===== src/ucr_pkg.sv =====
// Purpose: Shared constants and types for the channel register decode.
// Assumes: One channel; the host bus is synchronous to clk.

package ucr_pkg;

  // ---------------------------------------------------------------
  // Widths, offsets and field positions.
  // ---------------------------------------------------------------
  localparam int          ADDR_W        = 3;
  localparam int          DATA_W        = 8;
  localparam int          TX_FIFO_DEPTH = 16;

  localparam logic [2:0]  OFS_DATA  = 3'h0;
  localparam logic [2:0]  OFS_IEN   = 3'h1;
  localparam logic [2:0]  OFS_IST   = 3'h2;
  localparam logic [2:0]  OFS_LFMT  = 3'h3;
  localparam logic [2:0]  OFS_MCTL  = 3'h4;
  localparam logic [2:0]  OFS_LCOND = 3'h5;
  localparam logic [2:0]  OFS_MCOND = 3'h6;
  localparam logic [2:0]  OFS_SCR   = 3'h7;
  localparam logic [2:0]  OFS_DIVL  = 3'h0;
  localparam logic [2:0]  OFS_DIVH  = 3'h1;
  localparam logic [2:0]  OFS_DIVF  = 3'h2;
  localparam logic [2:0]  OFS_EFC   = 3'h2;
  localparam logic [2:0]  OFS_RES1  = 3'h4;
  localparam logic [2:0]  OFS_RES2  = 3'h5;
  localparam logic [2:0]  OFS_PAU1  = 3'h6;
  localparam logic [2:0]  OFS_PAU2  = 3'h7;

  localparam logic [7:0]  LFMT_ENH_KEY   = 8'hBF;
  localparam int          LFMT_DIV_BIT   = 7;
  localparam int          EFC_ENH_BIT    = 4;
  localparam int          MCTL_IRQ_BIT   = 3;
  localparam logic [7:0]  IEN_ENH_MASK   = 8'hF0;
  localparam logic [7:0]  IST_ENH_MASK   = 8'h30;
  localparam logic [7:0]  FCTL_ENH_MASK  = 8'h30;
  localparam logic [7:0]  MCTL_ENH_MASK  = 8'hE0;
  localparam logic [7:0]  RST_BYTE       = 8'h00;

  // ---------------------------------------------------------------
  // Types.
  // ---------------------------------------------------------------
  typedef enum logic [4:0] {
    TGT_NONE  = 5'h00,
    TGT_DATA  = 5'h01,
    TGT_IEN   = 5'h02,
    TGT_IST   = 5'h03,
    TGT_LFMT  = 5'h04,
    TGT_MCTL  = 5'h05,
    TGT_LCOND = 5'h06,
    TGT_MCOND = 5'h07,
    TGT_SCR   = 5'h08,
    TGT_DIVL  = 5'h09,
    TGT_DIVH  = 5'h0A,
    TGT_DIVF  = 5'h0B,
    TGT_EFC   = 5'h0C,
    TGT_RES1  = 5'h0D,
    TGT_RES2  = 5'h0E,
    TGT_PAU1  = 5'h0F,
    TGT_PAU2  = 5'h10
  } ucr_target_e;

  typedef struct packed {
    logic [7:0] ien;
    logic [7:0] lfmt;
    logic [7:0] mctl;
    logic [7:0] divl;
    logic [7:0] divh;
    logic [7:0] divf;
    logic [7:0] efc;
    logic [7:0] res1;
    logic [7:0] res2;
    logic [7:0] pau1;
    logic [7:0] pau2;
    logic [7:0] scr;
  } ucr_cfg_s;

  typedef struct packed {
    logic [7:0] isrc;
    logic [7:0] lcond;
    logic [7:0] mcond;
    logic [7:0] fifo_ready_summary;
  } ucr_stat_s;

  typedef struct packed {
    logic             sel;
    logic             rd;
    logic             wr;
    logic [ADDR_W-1:0] addr;
    logic [DATA_W-1:0] wdata;
  } ucr_req_s;

  localparam ucr_cfg_s    CFG_RST = '0;

endpackage


===== src/ucr_channel_regs.sv =====
// Purpose: Register select and access decode for one serial channel.
// Assumes: Host strobes are one-cycle pulses synchronous to clk.
// Notes: Transmit bytes pass through a sixteen-word buffer.

`timescale 1ns/1ps

module ucr_channel_regs #(
  parameter int FIFO_DEPTH = ucr_pkg::TX_FIFO_DEPTH
) (
  input  wire logic                  clk,
  input  wire logic                  sys_rst,
  input  wire logic                  clk_en,
  input  wire ucr_pkg::ucr_req_s     req,
  input  wire logic                  fifo_summary_select_n,
  output logic [7:0]                 rd_data,
  output logic                       rd_valid,
  input  wire ucr_pkg::ucr_stat_s    stat,
  input  wire logic [7:0]            rx_data,
  output logic                       rx_ready,
  output logic [7:0]                 tx_data,
  output logic                       tx_valid,
  input  wire logic                  tx_ready,
  output logic                       tx_room,
  output ucr_pkg::ucr_cfg_s          cfg,
  output logic [7:0]                 fctl_data,
  output logic                       fctl_wr,
  input  wire logic                  irq_in,
  output logic                       irq_out
);

  ucr_pkg::ucr_cfg_s    cfg_q;
  ucr_pkg::ucr_target_e target;
  logic                 enh_map;
  logic                 div_map;
  logic                 enh_on;
  logic                 sel_rd;
  logic                 sel_wr;
  logic [7:0]           wr_keep;
  logic [7:0]           ist_mask;
  logic [7:0]           next_rd_data;
  logic                 tx_push;

  // ---------------------------------------------------------------
  // Map selection.
  // ---------------------------------------------------------------
  assign enh_map  = (cfg_q.lfmt == ucr_pkg::LFMT_ENH_KEY);
  assign div_map  = cfg_q.lfmt[ucr_pkg::LFMT_DIV_BIT] && !enh_map;
  assign enh_on   = cfg_q.efc[ucr_pkg::EFC_ENH_BIT];
  assign sel_rd   = clk_en && req.sel && req.rd;
  assign sel_wr   = clk_en && req.sel && req.wr;
  assign ist_mask = enh_on ? 8'hFF : ~ucr_pkg::IST_ENH_MASK;

  always_comb begin
    target = ucr_pkg::TGT_NONE;
    if (enh_map) begin
      case (req.addr)
        ucr_pkg::OFS_EFC:  target = ucr_pkg::TGT_EFC;
        ucr_pkg::OFS_LFMT: target = ucr_pkg::TGT_LFMT;
        ucr_pkg::OFS_RES1: target = ucr_pkg::TGT_RES1;
        ucr_pkg::OFS_RES2: target = ucr_pkg::TGT_RES2;
        ucr_pkg::OFS_PAU1: target = ucr_pkg::TGT_PAU1;
        ucr_pkg::OFS_PAU2: target = ucr_pkg::TGT_PAU2;
        default:           target = ucr_pkg::TGT_NONE;
      endcase
    end else if (div_map) begin
      case (req.addr)
        ucr_pkg::OFS_DIVL: target = ucr_pkg::TGT_DIVL;
        ucr_pkg::OFS_DIVH: target = ucr_pkg::TGT_DIVH;
        ucr_pkg::OFS_DIVF: target = enh_on ? ucr_pkg::TGT_DIVF : ucr_pkg::TGT_NONE;
        ucr_pkg::OFS_LFMT: target = ucr_pkg::TGT_LFMT;
        ucr_pkg::OFS_MCTL: target = ucr_pkg::TGT_MCTL;
        ucr_pkg::OFS_SCR:  target = ucr_pkg::TGT_SCR;
        default:           target = ucr_pkg::TGT_NONE;
      endcase
    end else begin
      case (req.addr)
        ucr_pkg::OFS_DATA:  target = ucr_pkg::TGT_DATA;
        ucr_pkg::OFS_IEN:   target = ucr_pkg::TGT_IEN;
        ucr_pkg::OFS_IST:   target = ucr_pkg::TGT_IST;
        ucr_pkg::OFS_LFMT:  target = ucr_pkg::TGT_LFMT;
        ucr_pkg::OFS_MCTL:  target = ucr_pkg::TGT_MCTL;
        ucr_pkg::OFS_LCOND: target = ucr_pkg::TGT_LCOND;
        ucr_pkg::OFS_MCOND: target = ucr_pkg::TGT_MCOND;
        ucr_pkg::OFS_SCR:   target = ucr_pkg::TGT_SCR;
        default:            target = ucr_pkg::TGT_NONE;
      endcase
    end
  end

  // ---------------------------------------------------------------
  // Register writes.
  // ---------------------------------------------------------------
  always_comb begin
    wr_keep = 8'hFF;
    if (!enh_on && target == ucr_pkg::TGT_IEN) begin
      wr_keep = ~ucr_pkg::IEN_ENH_MASK;
    end else if (!enh_on && target == ucr_pkg::TGT_MCTL) begin
      wr_keep = ~ucr_pkg::MCTL_ENH_MASK;
    end
  end

  always_ff @(posedge clk or posedge sys_rst) begin
    if (sys_rst) begin
      cfg_q <= ucr_pkg::CFG_RST;
    end else if (sel_wr) begin
      case (target)
        ucr_pkg::TGT_IEN:  cfg_q.ien  <= req.wdata & wr_keep;
        ucr_pkg::TGT_LFMT: cfg_q.lfmt <= req.wdata;
        ucr_pkg::TGT_MCTL: cfg_q.mctl <= req.wdata & wr_keep;
        ucr_pkg::TGT_SCR:  cfg_q.scr  <= req.wdata;
        ucr_pkg::TGT_DIVL: cfg_q.divl <= req.wdata;
        ucr_pkg::TGT_DIVH: cfg_q.divh <= req.wdata;
        ucr_pkg::TGT_DIVF: cfg_q.divf <= req.wdata;
        ucr_pkg::TGT_RES1: cfg_q.res1 <= req.wdata;
        ucr_pkg::TGT_RES2: cfg_q.res2 <= req.wdata;
        ucr_pkg::TGT_PAU1: cfg_q.pau1 <= req.wdata;
        ucr_pkg::TGT_PAU2: cfg_q.pau2 <= req.wdata;
        ucr_pkg::TGT_EFC: begin
          cfg_q.efc <= req.wdata;
          if (!req.wdata[ucr_pkg::EFC_ENH_BIT]) begin
            cfg_q.ien  <= cfg_q.ien & ~ucr_pkg::IEN_ENH_MASK;
            cfg_q.mctl <= cfg_q.mctl & ~ucr_pkg::MCTL_ENH_MASK;
            cfg_q.divf <= ucr_pkg::RST_BYTE;
          end
        end
        default: cfg_q <= cfg_q;
      endcase
    end
  end

  assign cfg = cfg_q;

  always_ff @(posedge clk or posedge sys_rst) begin
    if (sys_rst) begin
      fctl_wr   <= 1'b0;
      fctl_data <= ucr_pkg::RST_BYTE;
    end else if (clk_en) begin
      fctl_wr <= sel_wr && target == ucr_pkg::TGT_IST;
      if (sel_wr && target == ucr_pkg::TGT_IST) begin
        fctl_data <= req.wdata & (enh_on ? 8'hFF : ~ucr_pkg::FCTL_ENH_MASK);
      end
    end
  end

  // ---------------------------------------------------------------
  // Register reads.
  // ---------------------------------------------------------------
  always_comb begin
    case (target)
      ucr_pkg::TGT_DATA:  next_rd_data = rx_data;
      ucr_pkg::TGT_IEN:   next_rd_data = cfg_q.ien;
      ucr_pkg::TGT_IST:   next_rd_data = stat.isrc & ist_mask;
      ucr_pkg::TGT_LFMT:  next_rd_data = cfg_q.lfmt;
      ucr_pkg::TGT_MCTL:  next_rd_data = cfg_q.mctl;
      ucr_pkg::TGT_LCOND: next_rd_data = stat.lcond;
      ucr_pkg::TGT_MCOND: next_rd_data = stat.mcond;
      ucr_pkg::TGT_SCR:   next_rd_data = cfg_q.scr;
      ucr_pkg::TGT_DIVL:  next_rd_data = cfg_q.divl;
      ucr_pkg::TGT_DIVH:  next_rd_data = cfg_q.divh;
      ucr_pkg::TGT_DIVF:  next_rd_data = cfg_q.divf;
      ucr_pkg::TGT_EFC:   next_rd_data = cfg_q.efc;
      ucr_pkg::TGT_RES1:  next_rd_data = cfg_q.res1;
      ucr_pkg::TGT_RES2:  next_rd_data = cfg_q.res2;
      ucr_pkg::TGT_PAU1:  next_rd_data = cfg_q.pau1;
      ucr_pkg::TGT_PAU2:  next_rd_data = cfg_q.pau2;
      default:            next_rd_data = ucr_pkg::RST_BYTE;
    endcase
    if (!fifo_summary_select_n) begin
      next_rd_data = stat.fifo_ready_summary;
    end
  end

  always_ff @(posedge clk or posedge sys_rst) begin
    if (sys_rst) begin
      rd_data  <= ucr_pkg::RST_BYTE;
      rd_valid <= 1'b0;
    end else if (clk_en) begin
      rd_valid <= sel_rd;
      if (sel_rd) begin
        rd_data <= next_rd_data;
      end
    end
  end

  // Only a true receive-data read consumes a byte.
  assign rx_ready = sel_rd && fifo_summary_select_n && target == ucr_pkg::TGT_DATA;

  // ---------------------------------------------------------------
  // Transmit buffer.
  // ---------------------------------------------------------------
  assign tx_push = sel_wr && target == ucr_pkg::TGT_DATA;

  ucr_fifo #(
    .WIDTH (ucr_pkg::DATA_W),
    .DEPTH (FIFO_DEPTH)
  ) u_tx_fifo (
    .clk       (clk),
    .sys_rst   (sys_rst),
    .clk_en    (clk_en),
    .in_valid  (tx_push),
    .in_ready  (tx_room),
    .in_data   (req.wdata),
    .out_valid (tx_valid),
    .out_ready (tx_ready),
    .out_data  (tx_data)
  );

  // ---------------------------------------------------------------
  // Interrupt gate.
  // ---------------------------------------------------------------
  always_ff @(posedge clk or posedge sys_rst) begin
    if (sys_rst) begin
      irq_out <= 1'b0;
    end else if (clk_en) begin
      irq_out <= irq_in && cfg_q.mctl[ucr_pkg::MCTL_IRQ_BIT];
    end
  end
endmodule // ucr_channel_regs


===== src/ucr_fifo.sv =====
// Purpose: Parameterised first-in first-out buffer with valid and ready on both sides.
// Assumes: DEPTH is a power of two, at least two.
// Notes: Clock enable low freezes all state.

`timescale 1ns/1ps

module ucr_fifo #(
  parameter int WIDTH = 8,
  parameter int DEPTH = 16
) (
  input  wire logic             clk,
  input  wire logic             sys_rst,
  input  wire logic             clk_en,
  input  wire logic             in_valid,
  output logic                  in_ready,
  input  wire logic [WIDTH-1:0] in_data,
  output logic                  out_valid,
  input  wire logic             out_ready,
  output logic      [WIDTH-1:0] out_data
);

  localparam int AW = $clog2(DEPTH);

  logic [WIDTH-1:0] mem [DEPTH];
  logic [AW:0]      wr_ptr;
  logic [AW:0]      rd_ptr;
  logic             push;
  logic             pop;

  // ---------------------------------------------------------------
  // Full and empty flags from the wrap bit of each pointer.
  // ---------------------------------------------------------------
  assign in_ready  = !((wr_ptr[AW] != rd_ptr[AW]) && (wr_ptr[AW-1:0] == rd_ptr[AW-1:0]));
  assign out_valid = (wr_ptr != rd_ptr);
  assign out_data  = mem[rd_ptr[AW-1:0]];
  assign push      = clk_en && in_valid && in_ready;
  assign pop       = clk_en && out_valid && out_ready;

  always_ff @(posedge clk or posedge sys_rst) begin
    if (sys_rst) begin
      wr_ptr <= '0;
    end else if (push) begin
      wr_ptr <= wr_ptr + 1'b1;
    end
  end

  always_ff @(posedge clk or posedge sys_rst) begin
    if (sys_rst) begin
      rd_ptr <= '0;
    end else if (pop) begin
      rd_ptr <= rd_ptr + 1'b1;
    end
  end

  always_ff @(posedge clk) begin
    if (push) begin
      mem[wr_ptr[AW-1:0]] <= in_data;
    end
  end

endmodule // ucr_fifo


===== config.mk =====
export PLATFORM = sky130hd
export DESIGN_NAME = ucr_channel_regs
export DESIGN_NICKNAME = d
export VERILOG_FILES = /design/src/ucr_pkg.sv /design/src/ucr_channel_regs.sv /design/src/ucr_fifo.sv
export SDC_FILE = /design/constraint.sdc
export NUM_CORES = 1
export LEC_CHECK = 0
export ABC_AREA = 1
export ABC_CLOCK_PERIOD_IN_PS = 6900
export BUFFER_PORTS_ARGS = -buffer_cell sky130_fd_sc_hd__buf_2
export CAP_MARGIN = 20
export CORE_MARGIN = 10
export CORE_UTILIZATION = 50
export DETAILED_ROUTE_END_ITERATION = 16
export PLACE_DENSITY_LB_ADDON = 0.12
export SYNTH_ARGS = -nofsm -noshare
export SYNTH_HDL_FRONTEND = slang
export SYNTH_SLANG_ARGS = --single-unit
export TNS_END_PERCENT = 5

===== constraint.sdc =====
create_clock -name clk -period 6.9 [get_ports clk]
set_clock_uncertainty 0.1 [all_clocks]
set_input_delay 1.38 -clock clk [delete_from_list [all_inputs] [get_ports clk]]
set_output_delay 1.38 -clock clk [all_outputs]
set_load 0.05 [all_outputs]

== Word-level counts from Yosys, hierarchy flattened ==
Memory sizes are Yosys's and may differ from the RTL's.
Index checks and enable logic that the tools add are counted.
Storage, ports and cells
  register bits after elaboration: 125
  bits in writable memories: 128
  bits in read-only memories: 32
  bits of input ports: 60
  output and inout bits: 126
  word-level logic and storage cells: 114
  memories: 2
Memories
  u_tx_fifo.mem: words 16, bits a word 8, read ports 1, clocked after Yosys merged registers in 0, write ports 1, RTL line ucr_fifo.sv:24  | logic [WIDTH-1:0] mem [DEPTH];
  (name not given): words 8, bits a word 4, read ports 1, clocked after Yosys merged registers in 0, write ports 0, RTL line ucr_channel_regs.sv:76  | case (req.addr)
Operators by class
  $add $sub $neg: 2
  equality and inequality tests: 28
  mux-type cells: 18
  bitwise operators: 4
  reductions and logical operators: 39
Operators by type and width (number)
  $pmux W8 S16: 1
  $mux W8: 6
  $pmux W8 S2: 3
  $eq A5 B4 Y1 const B: 8
  $pmux W5 S6: 1
  $and A8 B8 Y8: 3
  $pmux W4 S6: 1
  $reduce_and A2 Y1: 11
  $eq A5 B3 Y1 const B: 4
  $logic_and A1 B1 Y1: 16
  $reduce_and A3 Y1: 5
  $eq A3 B3 Y1 const B: 4
  $add A5 B1 Y5 const B: 2
  $eq A5 B2 Y1 const B: 2
  $mux W5: 2
  $eq A8 B8 Y1 const B: 1
  $eq A3 B2 Y1 const B: 2
  $mux W6: 1
  $reduce_bool A2 Y1: 3
  $eq A5 B1 Y1 const B: 1
  $eq A5 B5 Y1 const B: 1
  $ne A5 B5 Y1: 1
  $eq A4 B4 Y1: 1
  $mux W4: 1
  7 further kinds: 10

== Depth between registers and ports, before layout ==
Gate-level depths: netlist of the first run.
  word-level depth: 11
  depth in mapped cells: 18
  mapped depth without buffers: 17

== Modules after synthesis ==
From an unflattened synthesis of the first run, not the netlist that was laid out.
Second synthesis, totals
  cell total of the unflattened synthesis: 1302
  area, all modules: 12042.8 µm²
Modules (own cells, without submodules)
  ucr_channel_regs: instances 1, cells an instance 794, area an instance 6206.0 µm², sequential area each 2877.8 µm²
  ucr_fifo: instances 1, cells an instance 508, area an instance 5836.8 µm², sequential area each 4093.9 µm²

== Least setup slack after synthesis of the first run ==
No wires, ideal clock.
  path type: input -> output
  from: input port req[8] in the netlist's numbering
  to: output port rx_ready
  arrival: 3945 ps
  data required time: 5420 ps
  setup slack: 1475 ps
  cell stages on the path: 10
  buffers on the path: 1
  cells stage by stage: inv_1 > ha_1 > o21ai_0 > nand2_1 > nor2_1 > nand2_1 > nand2_4 > nand3_4 > buf_2 > nor4_1
On the way
  longest elaborated chain between the ends: 6
Ends and longest elaborated chain
  start, declared: RTL line ucr_channel_regs.sv:13  | input wire ucr_pkg::ucr_req_s req,
  $eq A3 B3 Y1 (tied with other cells): RTL line ucr_channel_regs.sv:56, ucr_channel_regs.sv:66
  $pmux W4 S6: RTL line ucr_channel_regs.sv:66  | case (req.addr)
  $mux W5: RTL line ucr_channel_regs.sv:65  | end else if (div_map) begin
  $mux W5 *: RTL line ucr_channel_regs.sv:55  | if (enh_map) begin
  $eq A5 B1 Y1 *: RTL line ucr_channel_regs.sv:186  | assign rx_ready = sel_rd && fifo_summary_select_n && target == ucr_pkg::TGT_DATA;
  $logic_and A1 B1 Y1 *: RTL line ucr_channel_regs.sv:186
  end, declared: RTL line ucr_channel_regs.sv:19  | output logic rx_ready,
Mark *: on every way between the ends. The rest lies on a longest branch, timed or not.

== Worst setup path in the final report of the first run ==
Ends and elaborated chain as after synthesis.

==> flow_metrics.tcl, run 1 <==
set metrics [dict create \
    grt_pass1_vias 9546 \
    ys_types 45 \
    antenna_found_initial 0 \
    cts_hold_repair.buffers 0 \
    synth_largest_area_cell "edfxtp_1" \
    grt_util_all_layers_pct 23.1 \
    stdcell_area_um2 14100 \
    num_rows 57 \
    outcome "finished, final reports clean" \
    synth_fp_nets 1378 \
    yosysSeqAreaShare_pct 57.2 \
    ant_nets 0 \
    critPathCaptureType "primary output" \
    drv_cap 0 \
    synth_async_sr_flop_share_pct 49.4 \
    cp_max_fo 27 \
    synth_edf_count 128 \
    ys_top_cells_by_count "nand2_1, nor2_1, inv_1" \
    grt.overflow.total 0 \
    initial_core_util_pct 50.4 \
    drt-total-wl_um 36400 \
    area_growth_pct 16.0 \
    core-area_um2 24200 \
    relSlewSlack_pct 31.1 \
    hold_class "reg2reg" \
    cts-root-buf "clkbuf_16" \
    tns_ns 0 \
    multi_input_area_um2 4350 \
    setup_viol 0 \
    drive_gt1_share_pct 19.2 \
    cts_setup_buffers 0 \
    die-area_um2 31000 \
    vias 9718 \
    htree_levels 1 \
    final.min_clock_period_ns 4.88 \
    diodes 0 \
    cts_tree "done" \
    ys.flop_type "edfxtp_1" \
    nets 1532 \
    hpwlAfterDp_um 25500 \
    dr.first_iter.drc_count 799 \
    place_area_um2 13200 \
    finalNonFillerCells 1803 \
    clock-sinks 253 \
    clock_latency_ns 0.55 \
    syn-cell-area_um2 12200 \
    fin_ws_ns 2.02 \
    cts_buffer_depth 3 \
    clk_pin_slew_ns 0.06 \
    ys_seq_elements 253 \
    portBuffers 185 \
    dieHeight_um 176 \
    dp_cells 1757 \
    yosysMostFrequentCell "nand2_1" \
    hold_viol_final 0 \
    grt_pass1_wl_um 55900 \
    netlist_top_cells_area "edfxtp_1, dfrtp_1, nand2_1" \
    rsz0062_at_grt "false" \
    crit_type "in2out" \
    p_per_area_nw_per_um2 392 \
    grt_start_max_net_pins 72 \
    min_period_over_period_pct 70.7 \
    worstPathRequired_ns 5.42 \
    firstDrtPassIters 5 \
    syn_avg_cell_area_um2 9.31 \
    die_w_um 176 \
    synth_cells 1308 \
    worst_ep_arrival_time_ns 3.40 \
    final.fill_count 2162 \
    total_power_mw 5.54 \
    tightest_slew_ns 1.03 \
    io_pins 186 \
    fmax_ghz 0.205 \
    ctsResizeCount 0 \
    drt-wirelength-per-cell_um 20.2 \
    viasPerCell 5.39 \
    synth_top_area_share_pct 31.6 \
    post-place-ws_ns 2.07 \
    gp_congestion 0.947 \
    postLayoutCoreUtil_pct 58.5 \
    worstSetupStartpointType "input port" \
    ys_warn_count 0 \
    ir_worst_vdd_v 0.000249 \
    seqCellArea_um2 6970 \
    p_leak_nw 6.39 \
    cts-buffers-inserted 27 \
    drcViolationCount 0 \
    drv_slew 0 \
    whs_ns 0.383 \
]
-- per-layer routing --
| metal | share of wire, % | wire (um) | track usage, % |
|---|---|---|---|
| met5 | 0 | 0 | 0 |
| met1 | 41 | 14900 | 29.0 |
| met4 | 2.9 | 1060 | 7.63 |
| met2 | 49 | 18000 | 39.2 |
| met3 | 6.8 | 2460 | 4.66 |
-- path summary, 6_finish.rpt --
check | from | endpoint | slack, ns | cells past startpoint
worst min register to register | fctl_data[3] | fctl_data[3] | 0.38 | 2
worst max register to register | cfg[87] | u_tx_fifo.mem[11][4] | 3.49 | 12
max in group asynchronous | sys_rst | u_tx_fifo.rd_ptr[0] | 4.40 | 3
worst min-delay path | fctl_data[3] | fctl_data[3] | 0.38 | 2
min in group asynchronous | sys_rst | fctl_wr | 0.82 | 2
worst max-delay path | req[8] | rx_ready | 2.02 | 11
-- cells in the final DEF, fill, tap and decap left out, types with 10 or more instances in the layout --
master / instances
buf_2: 185
nor2_1: 191
ha_1: 10
nand4_1: 57
nand2_1: 242
edfxtp_1: 128
o32ai_1: 19
a21oi_1: 20
inv_1: 132
clkbuf_16: 28
nor3_1: 36
o221ai_1: 13
dfrtp_1: 124
xor2_1: 11
nand3_1: 37
o21ai_0: 130
mux2i_1: 13
-- state kept, by name, summed over array words and instances, names as in the netlist --
| name | count |
|---|---|
| fctl_wr | 1 |
| cfg | 96 |
| fctl_data | 8 |
| u_tx_fifo.mem | 128 |
| u_tx_fifo.rd_ptr | 5 |
| u_tx_fifo.wr_ptr | 5 |
| rd_data | 8 |
| irq_out | 1 |
| rd_valid | 1 |
-- critical path, cell delays in order --
cell and delay [ns]:
buf_2 0.14, inv_1 0.09, ha_1 0.24, o21ai_0 0.22
nand2_1 0.08, nor2_1 0.09, nand2_1 0.09, nand2_4 0.15
nand3_4 0.27, nor4_1 0.31, buf_2 0.33
-- report_power, final --
part           switching, mW  internal (mW)
Sequential             0.196           1.76
Clock                  0.598          0.853
Combinational           1.63          0.498
Total                   2.43           3.11
-- cells by family (layout without fill, tap and decap cells) --
| kind of cell | after synthesis | after routing | share of synthesized area [%] |
|---|---|---|---|
| AOI/OAI and AO/OA | 199 | 199 | 9.47 |
| xor gates and xnor gates | 13 | 13 | 0.935 |
| adders and majority gates | 10 | 10 | 1.03 |
| buffers and inverters | 209 | 380 | 7.03 |
| DFF | 253 | 253 | 57.2 |
| muxes | 14 | 14 | 1.16 |
| and+or+nand+nor | 610 | 610 | 23.2 |
-- area by class of cell --
| type | instances | share of cell area [%] |
|---|---|---|
| Sequential cell | 253 | 49.3 |
| Inverter | 145 | 3.89 |
| Multi-Input combinational cell | 846 | 30.8 |
| Tap cell | 324 | 2.87 |
| Clock buffer | 37 | 5.69 |
| Clock inverter | 9 | 0.664 |
| Timing Repair Buffer | 189 | 6.76 |
(Power assumes the default switching activity.)
==> inputs of run 2 (changes only) <==
ABC_CLOCK_PERIOD_IN_PS = 4450   (was 6900)
clock period = 4.45 ns   (was 6.9 ns; I/O delays follow)
==> flow_metrics.tcl, run 2 (same netlist as run 1, synthesis figures left out) <==
set metrics [dict create \
    hpwlAfterDp_um 26300 \
    drv_cap 0 \
    p_leak_nw 6.49 \
    postLayoutCoreUtil_pct 59.1 \
    dieHeight_um 176 \
    grt.overflow.total 0 \
    diodes 0 \
    clock_latency_ns 0.53 \
    fmax_ghz 0.258 \
    area_growth_pct 17.4 \
    grt_util_all_layers_pct 23.2 \
    place_area_um2 13300 \
    cp_max_fo 36 \
    vias 9773 \
    grt_start_max_net_pins 68 \
    initial_core_util_pct 50.4 \
    final.min_clock_period_ns 3.87 \
    drcViolationCount 0 \
    num_rows 57 \
    viasPerCell 5.37 \
    dr.first_iter.drc_count 770 \
    cts_tree "done" \
    cts_hold_repair.buffers 0 \
    final_common_cell "nand2_1" \
    antenna_found_initial 0 \
    ir_worst_vdd_v 0.000600 \
    drt-total-wl_um 36600 \
    die-area_um2 31000 \
    cts-root-buf "clkbuf_16" \
    nets 1545 \
    worstSetupStartpointType "flop" \
    io_pins 186 \
    firstDrtPassIters 5 \
    total_power_mw 8.75 \
    mostFrequentLayoutCells "nand2_1, nor2_1, buf_2" \
    whs_ns 0.385 \
    portBuffers 185 \
    tightest_slew_ns 1.01 \
    largest_reg_flops 128 \
    drive_gt1_share_pct 19.7 \
    worstPathRequired_ns 3.46 \
    ant_nets 0 \
    min_period_over_period_pct 87.0 \
    critPathCaptureType "primary output" \
    ctsResizeCount 0 \
    tns_ns 0 \
    cts_buffer_depth 3 \
    p_per_area_nw_per_um2 612 \
    htree_levels 1 \
    clock-sinks 253 \
    fin_ws_ns 0.576 \
    post-place-ws_ns 0.596 \
    grt_pass1_vias 9825 \
    dp_cells 1770 \
    outcome "finished, final reports clean" \
    grt_pass1_wl_um 56400 \
    crit_type "reg2out" \
    cts-buffers-inserted 27 \
    hold_viol_final 0 \
    drt-wirelength-per-cell_um 20.1 \
    gp_congestion 0.959 \
    setup_viol 0 \
    clk_pin_slew_ns 0.06 \
    finalNonFillerCells 1819 \
    worst_ep_arrival_time_ns 2.88 \
    hold_class "reg2reg" \
    core-area_um2 24200 \
    die_w_um 176 \
    cts_setup_buffers 0 \
    stdcell_area_um2 14300 \
    relSlewSlack_pct 32.5 \
    rsz0062_at_grt "false" \
    drv_slew 0 \
]
-- run 2: final timing paths --
check                                    start                   end  slack (ns)  cells past startpoint
max in group asynchronous              sys_rst                cfg[2]        2.95                      3
max                        u_tx_fifo.rd_ptr[1]            tx_data[5]        0.58                      6
min                        u_tx_fifo.wr_ptr[4]   u_tx_fifo.wr_ptr[4]        0.39                      1
max reg2reg                            cfg[87]  u_tx_fifo.mem[10][5]        1.25                     12
min in group asynchronous              sys_rst          fctl_data[2]        0.43                      2
min reg2reg                u_tx_fifo.wr_ptr[4]   u_tx_fifo.wr_ptr[4]        0.39                      1
-- run 2: area by class of cell --
cell class                 instances  area, um^2
clock inverter                    13         193
clock buffer                      36         759
fill                            2148        9880
inverter                         145         549
multi-input combinational        846        4350
timing repair buffer             202        1070
tap                              324         405
sequential                       253        6970
-- run 2: critical path: stages (launching register included) --
cell     delay [ns]
dfrtp_1        1.00
buf_4          0.45
o21ai_0        0.17
o32ai_1        0.19
nand2_1        0.11
nand3_1        0.13
buf_2          0.28
-- run 2: layer usage --
layer  vias up  track usage (%)  routed length, um
met3        58             4.27               2470
met4         0             8.19               1140
met2       360             39.9              18000
li1       4737                -                  -
met1      4618             28.8              15000
met5         -                0                  0
-- run 2: report_power, final --
group / leakage [nW] / internal (mW) / switching [mW]
clock: 0.465 / 1.48 / 0.908
combinational: 3.23 / 0.802 / 2.52
sequential: 2.79 / 2.72 / 0.311
==> inputs of run 3 (changes only) <==
BUFFER_PORTS_ARGS = -buffer_cell sky130_fd_sc_hd__buf_4   (was -buffer_cell sky130_fd_sc_hd__buf_2)
==> flow_metrics.tcl, run 3 (same netlist as run 1, synthesis figures left out) <==
set metrics [dict create \
    grt_pass1_wl_um 56800 \
    clk_pin_slew_ns 0.06 \
    slowest_delay_ns 0.25 \
    worstSetupStartpointType "input port" \
    cts_buffer_depth 3 \
    regToRegSetupSlack_ns 1.35 \
    crit_type "in2out" \
    fmax_ghz 0.263 \
    hold_class "in2async" \
    portBuffers 185 \
    gp_congestion 0.893 \
    stdcell_area_um2 14800 \
    tightest_slew_ns 0.768 \
    grt_pass1_vias 9773 \
    drcViolationCount 0 \
    cts-root-buf "clkbuf_16" \
    antenna_found_initial 0 \
    die_w_um 176 \
    drt-wirelength-per-cell_um 20.5 \
    grt_start_max_net_pins 68 \
    ir_worst_vdd_v 0.000510 \
    area_growth_pct 21.2 \
    path_cells "buf_4, inv_1, ha_1, o21ai_0, nand2_1, nor2_1, nand2_1, nand2_4, nand3_4, buf_4, nor4_1, buf_4" \
    critPathCaptureType "primary output" \
    initial_core_util_pct 50.4 \
    tns_ns 0 \
    min_period_over_period_pct 85.4 \
    p_per_area_nw_per_um2 607 \
    outcome "finished, final reports clean" \
    reg2regPathDepth 12 \
    cts_hold_repair.buffers 0 \
    diodes 0 \
    firstDrtPassIters 5 \
    core-area_um2 24200 \
    final_common_cell "nand2_1" \
    hold_viol_final 0 \
    vias 9923 \
    drive_gt1_share_pct 20.2 \
    cpMostUsedCell "buf_4" \
    critical_path.slowest_cell "o21ai_0" \
    grt.overflow.total 0 \
    endpoint "rx_ready" \
    clock_latency_ns 0.54 \
    hpwlAfterDp_um 26500 \
    final.min_clock_period_ns 3.80 \
    crit_family "simple AND/OR/NAND/NOR gates" \
    path_depth 12 \
    final.fill_count 2115 \
    htree_levels 1 \
    cts-buffers-inserted 27 \
    grt_util_all_layers_pct 23.5 \
    critPathBufInv 4 \
    place_area_um2 13800 \
    mostFrequentLayoutCells "nand2_1, buf_4, nor2_1" \
    dr.first_iter.drc_count 876 \
    drt-total-wl_um 37400 \
    postLayoutCoreUtil_pct 61.1 \
    cts_tree "done" \
    r2r-start "cfg[87]" \
    dieHeight_um 176 \
    die-area_um2 31000 \
    p_leak_nw 6.57 \
    drv_cap 0 \
    num_rows 57 \
    ctsResizeCount 0 \
    clock-sinks 253 \
    rsz0062_at_grt "false" \
    ant_nets 0 \
    largest_reg_flops 128 \
    relSlewSlack_pct 48.8 \
    fin_ws_ns 0.650 \
    r2r-end "u_tx_fifo.mem[12][5]" \
    post-place-ws_ns 0.682 \
    nets 1548 \
    worstPathRequired_ns 3.46 \
    drv_slew 0 \
    cts_setup_buffers 0 \
    whs_ns 0.373 \
    cp_max_fo 19 \
    startpoint "req[8]" \
    worst_ep_arrival_time_ns 2.81 \
    multi_input_area_um2 4350 \
    viasPerCell 5.44 \
    setup_viol 0 \
    seqCellArea_um2 6970 \
    io_pins 186 \
]
[run 3: metrics by stage]
step	power, mW	instances
after floorplan	5.46	1308
after global placement	6.57	1773
after detailed placement	6.61	1773
after CTS	9.00	1823
after global routing	9.36	1823
final	8.96	1823
[run 3: final cells by class]
| type | count | area share, % |
|---|---|---|
| clock buffer | 28 | 4.60 |
| tap | 324 | 2.75 |
| inverter | 145 | 3.72 |
| clock inverter | 22 | 1.81 |
| timing repair buffer | 205 | 10.4 |
| multi-input combinational | 846 | 29.5 |
| sequential | 253 | 47.2 |
[run 3: worst min path at each step]
stage	startpoint	to	slack [ns]	cells past startpoint
after floorplan	u_tx_fifo.wr_ptr[4]	u_tx_fifo.wr_ptr[4]	0.36	1
after global placement	fctl_data[1]	fctl_data[1]	0.37	2
after detailed placement	fctl_data[7]	fctl_data[7]	0.37	2
after CTS	fctl_data[7]	fctl_data[7]	0.39	2
after global routing	u_tx_fifo.wr_ptr[4]	u_tx_fifo.wr_ptr[4]	0.40	1
final	sys_rst	irq_out	0.37	2
[run 3: power by group]
group / total (mW) / switching (mW) / internal, mW
Clock: 2.39 / 0.970 / 1.42
Combinational: 3.53 / 2.54 / 0.995
Sequential: 3.04 / 0.316 / 2.72
[run 3: per-layer routing]
metal	track usage (%)	vias to the layer above	share of wire [%]
li1	-	4737	-
met3	4.91	80	7.5
met4	9.11	0	3.7
met2	38.9	388	49
met5	0	-	0
met1	29.6	4718	40
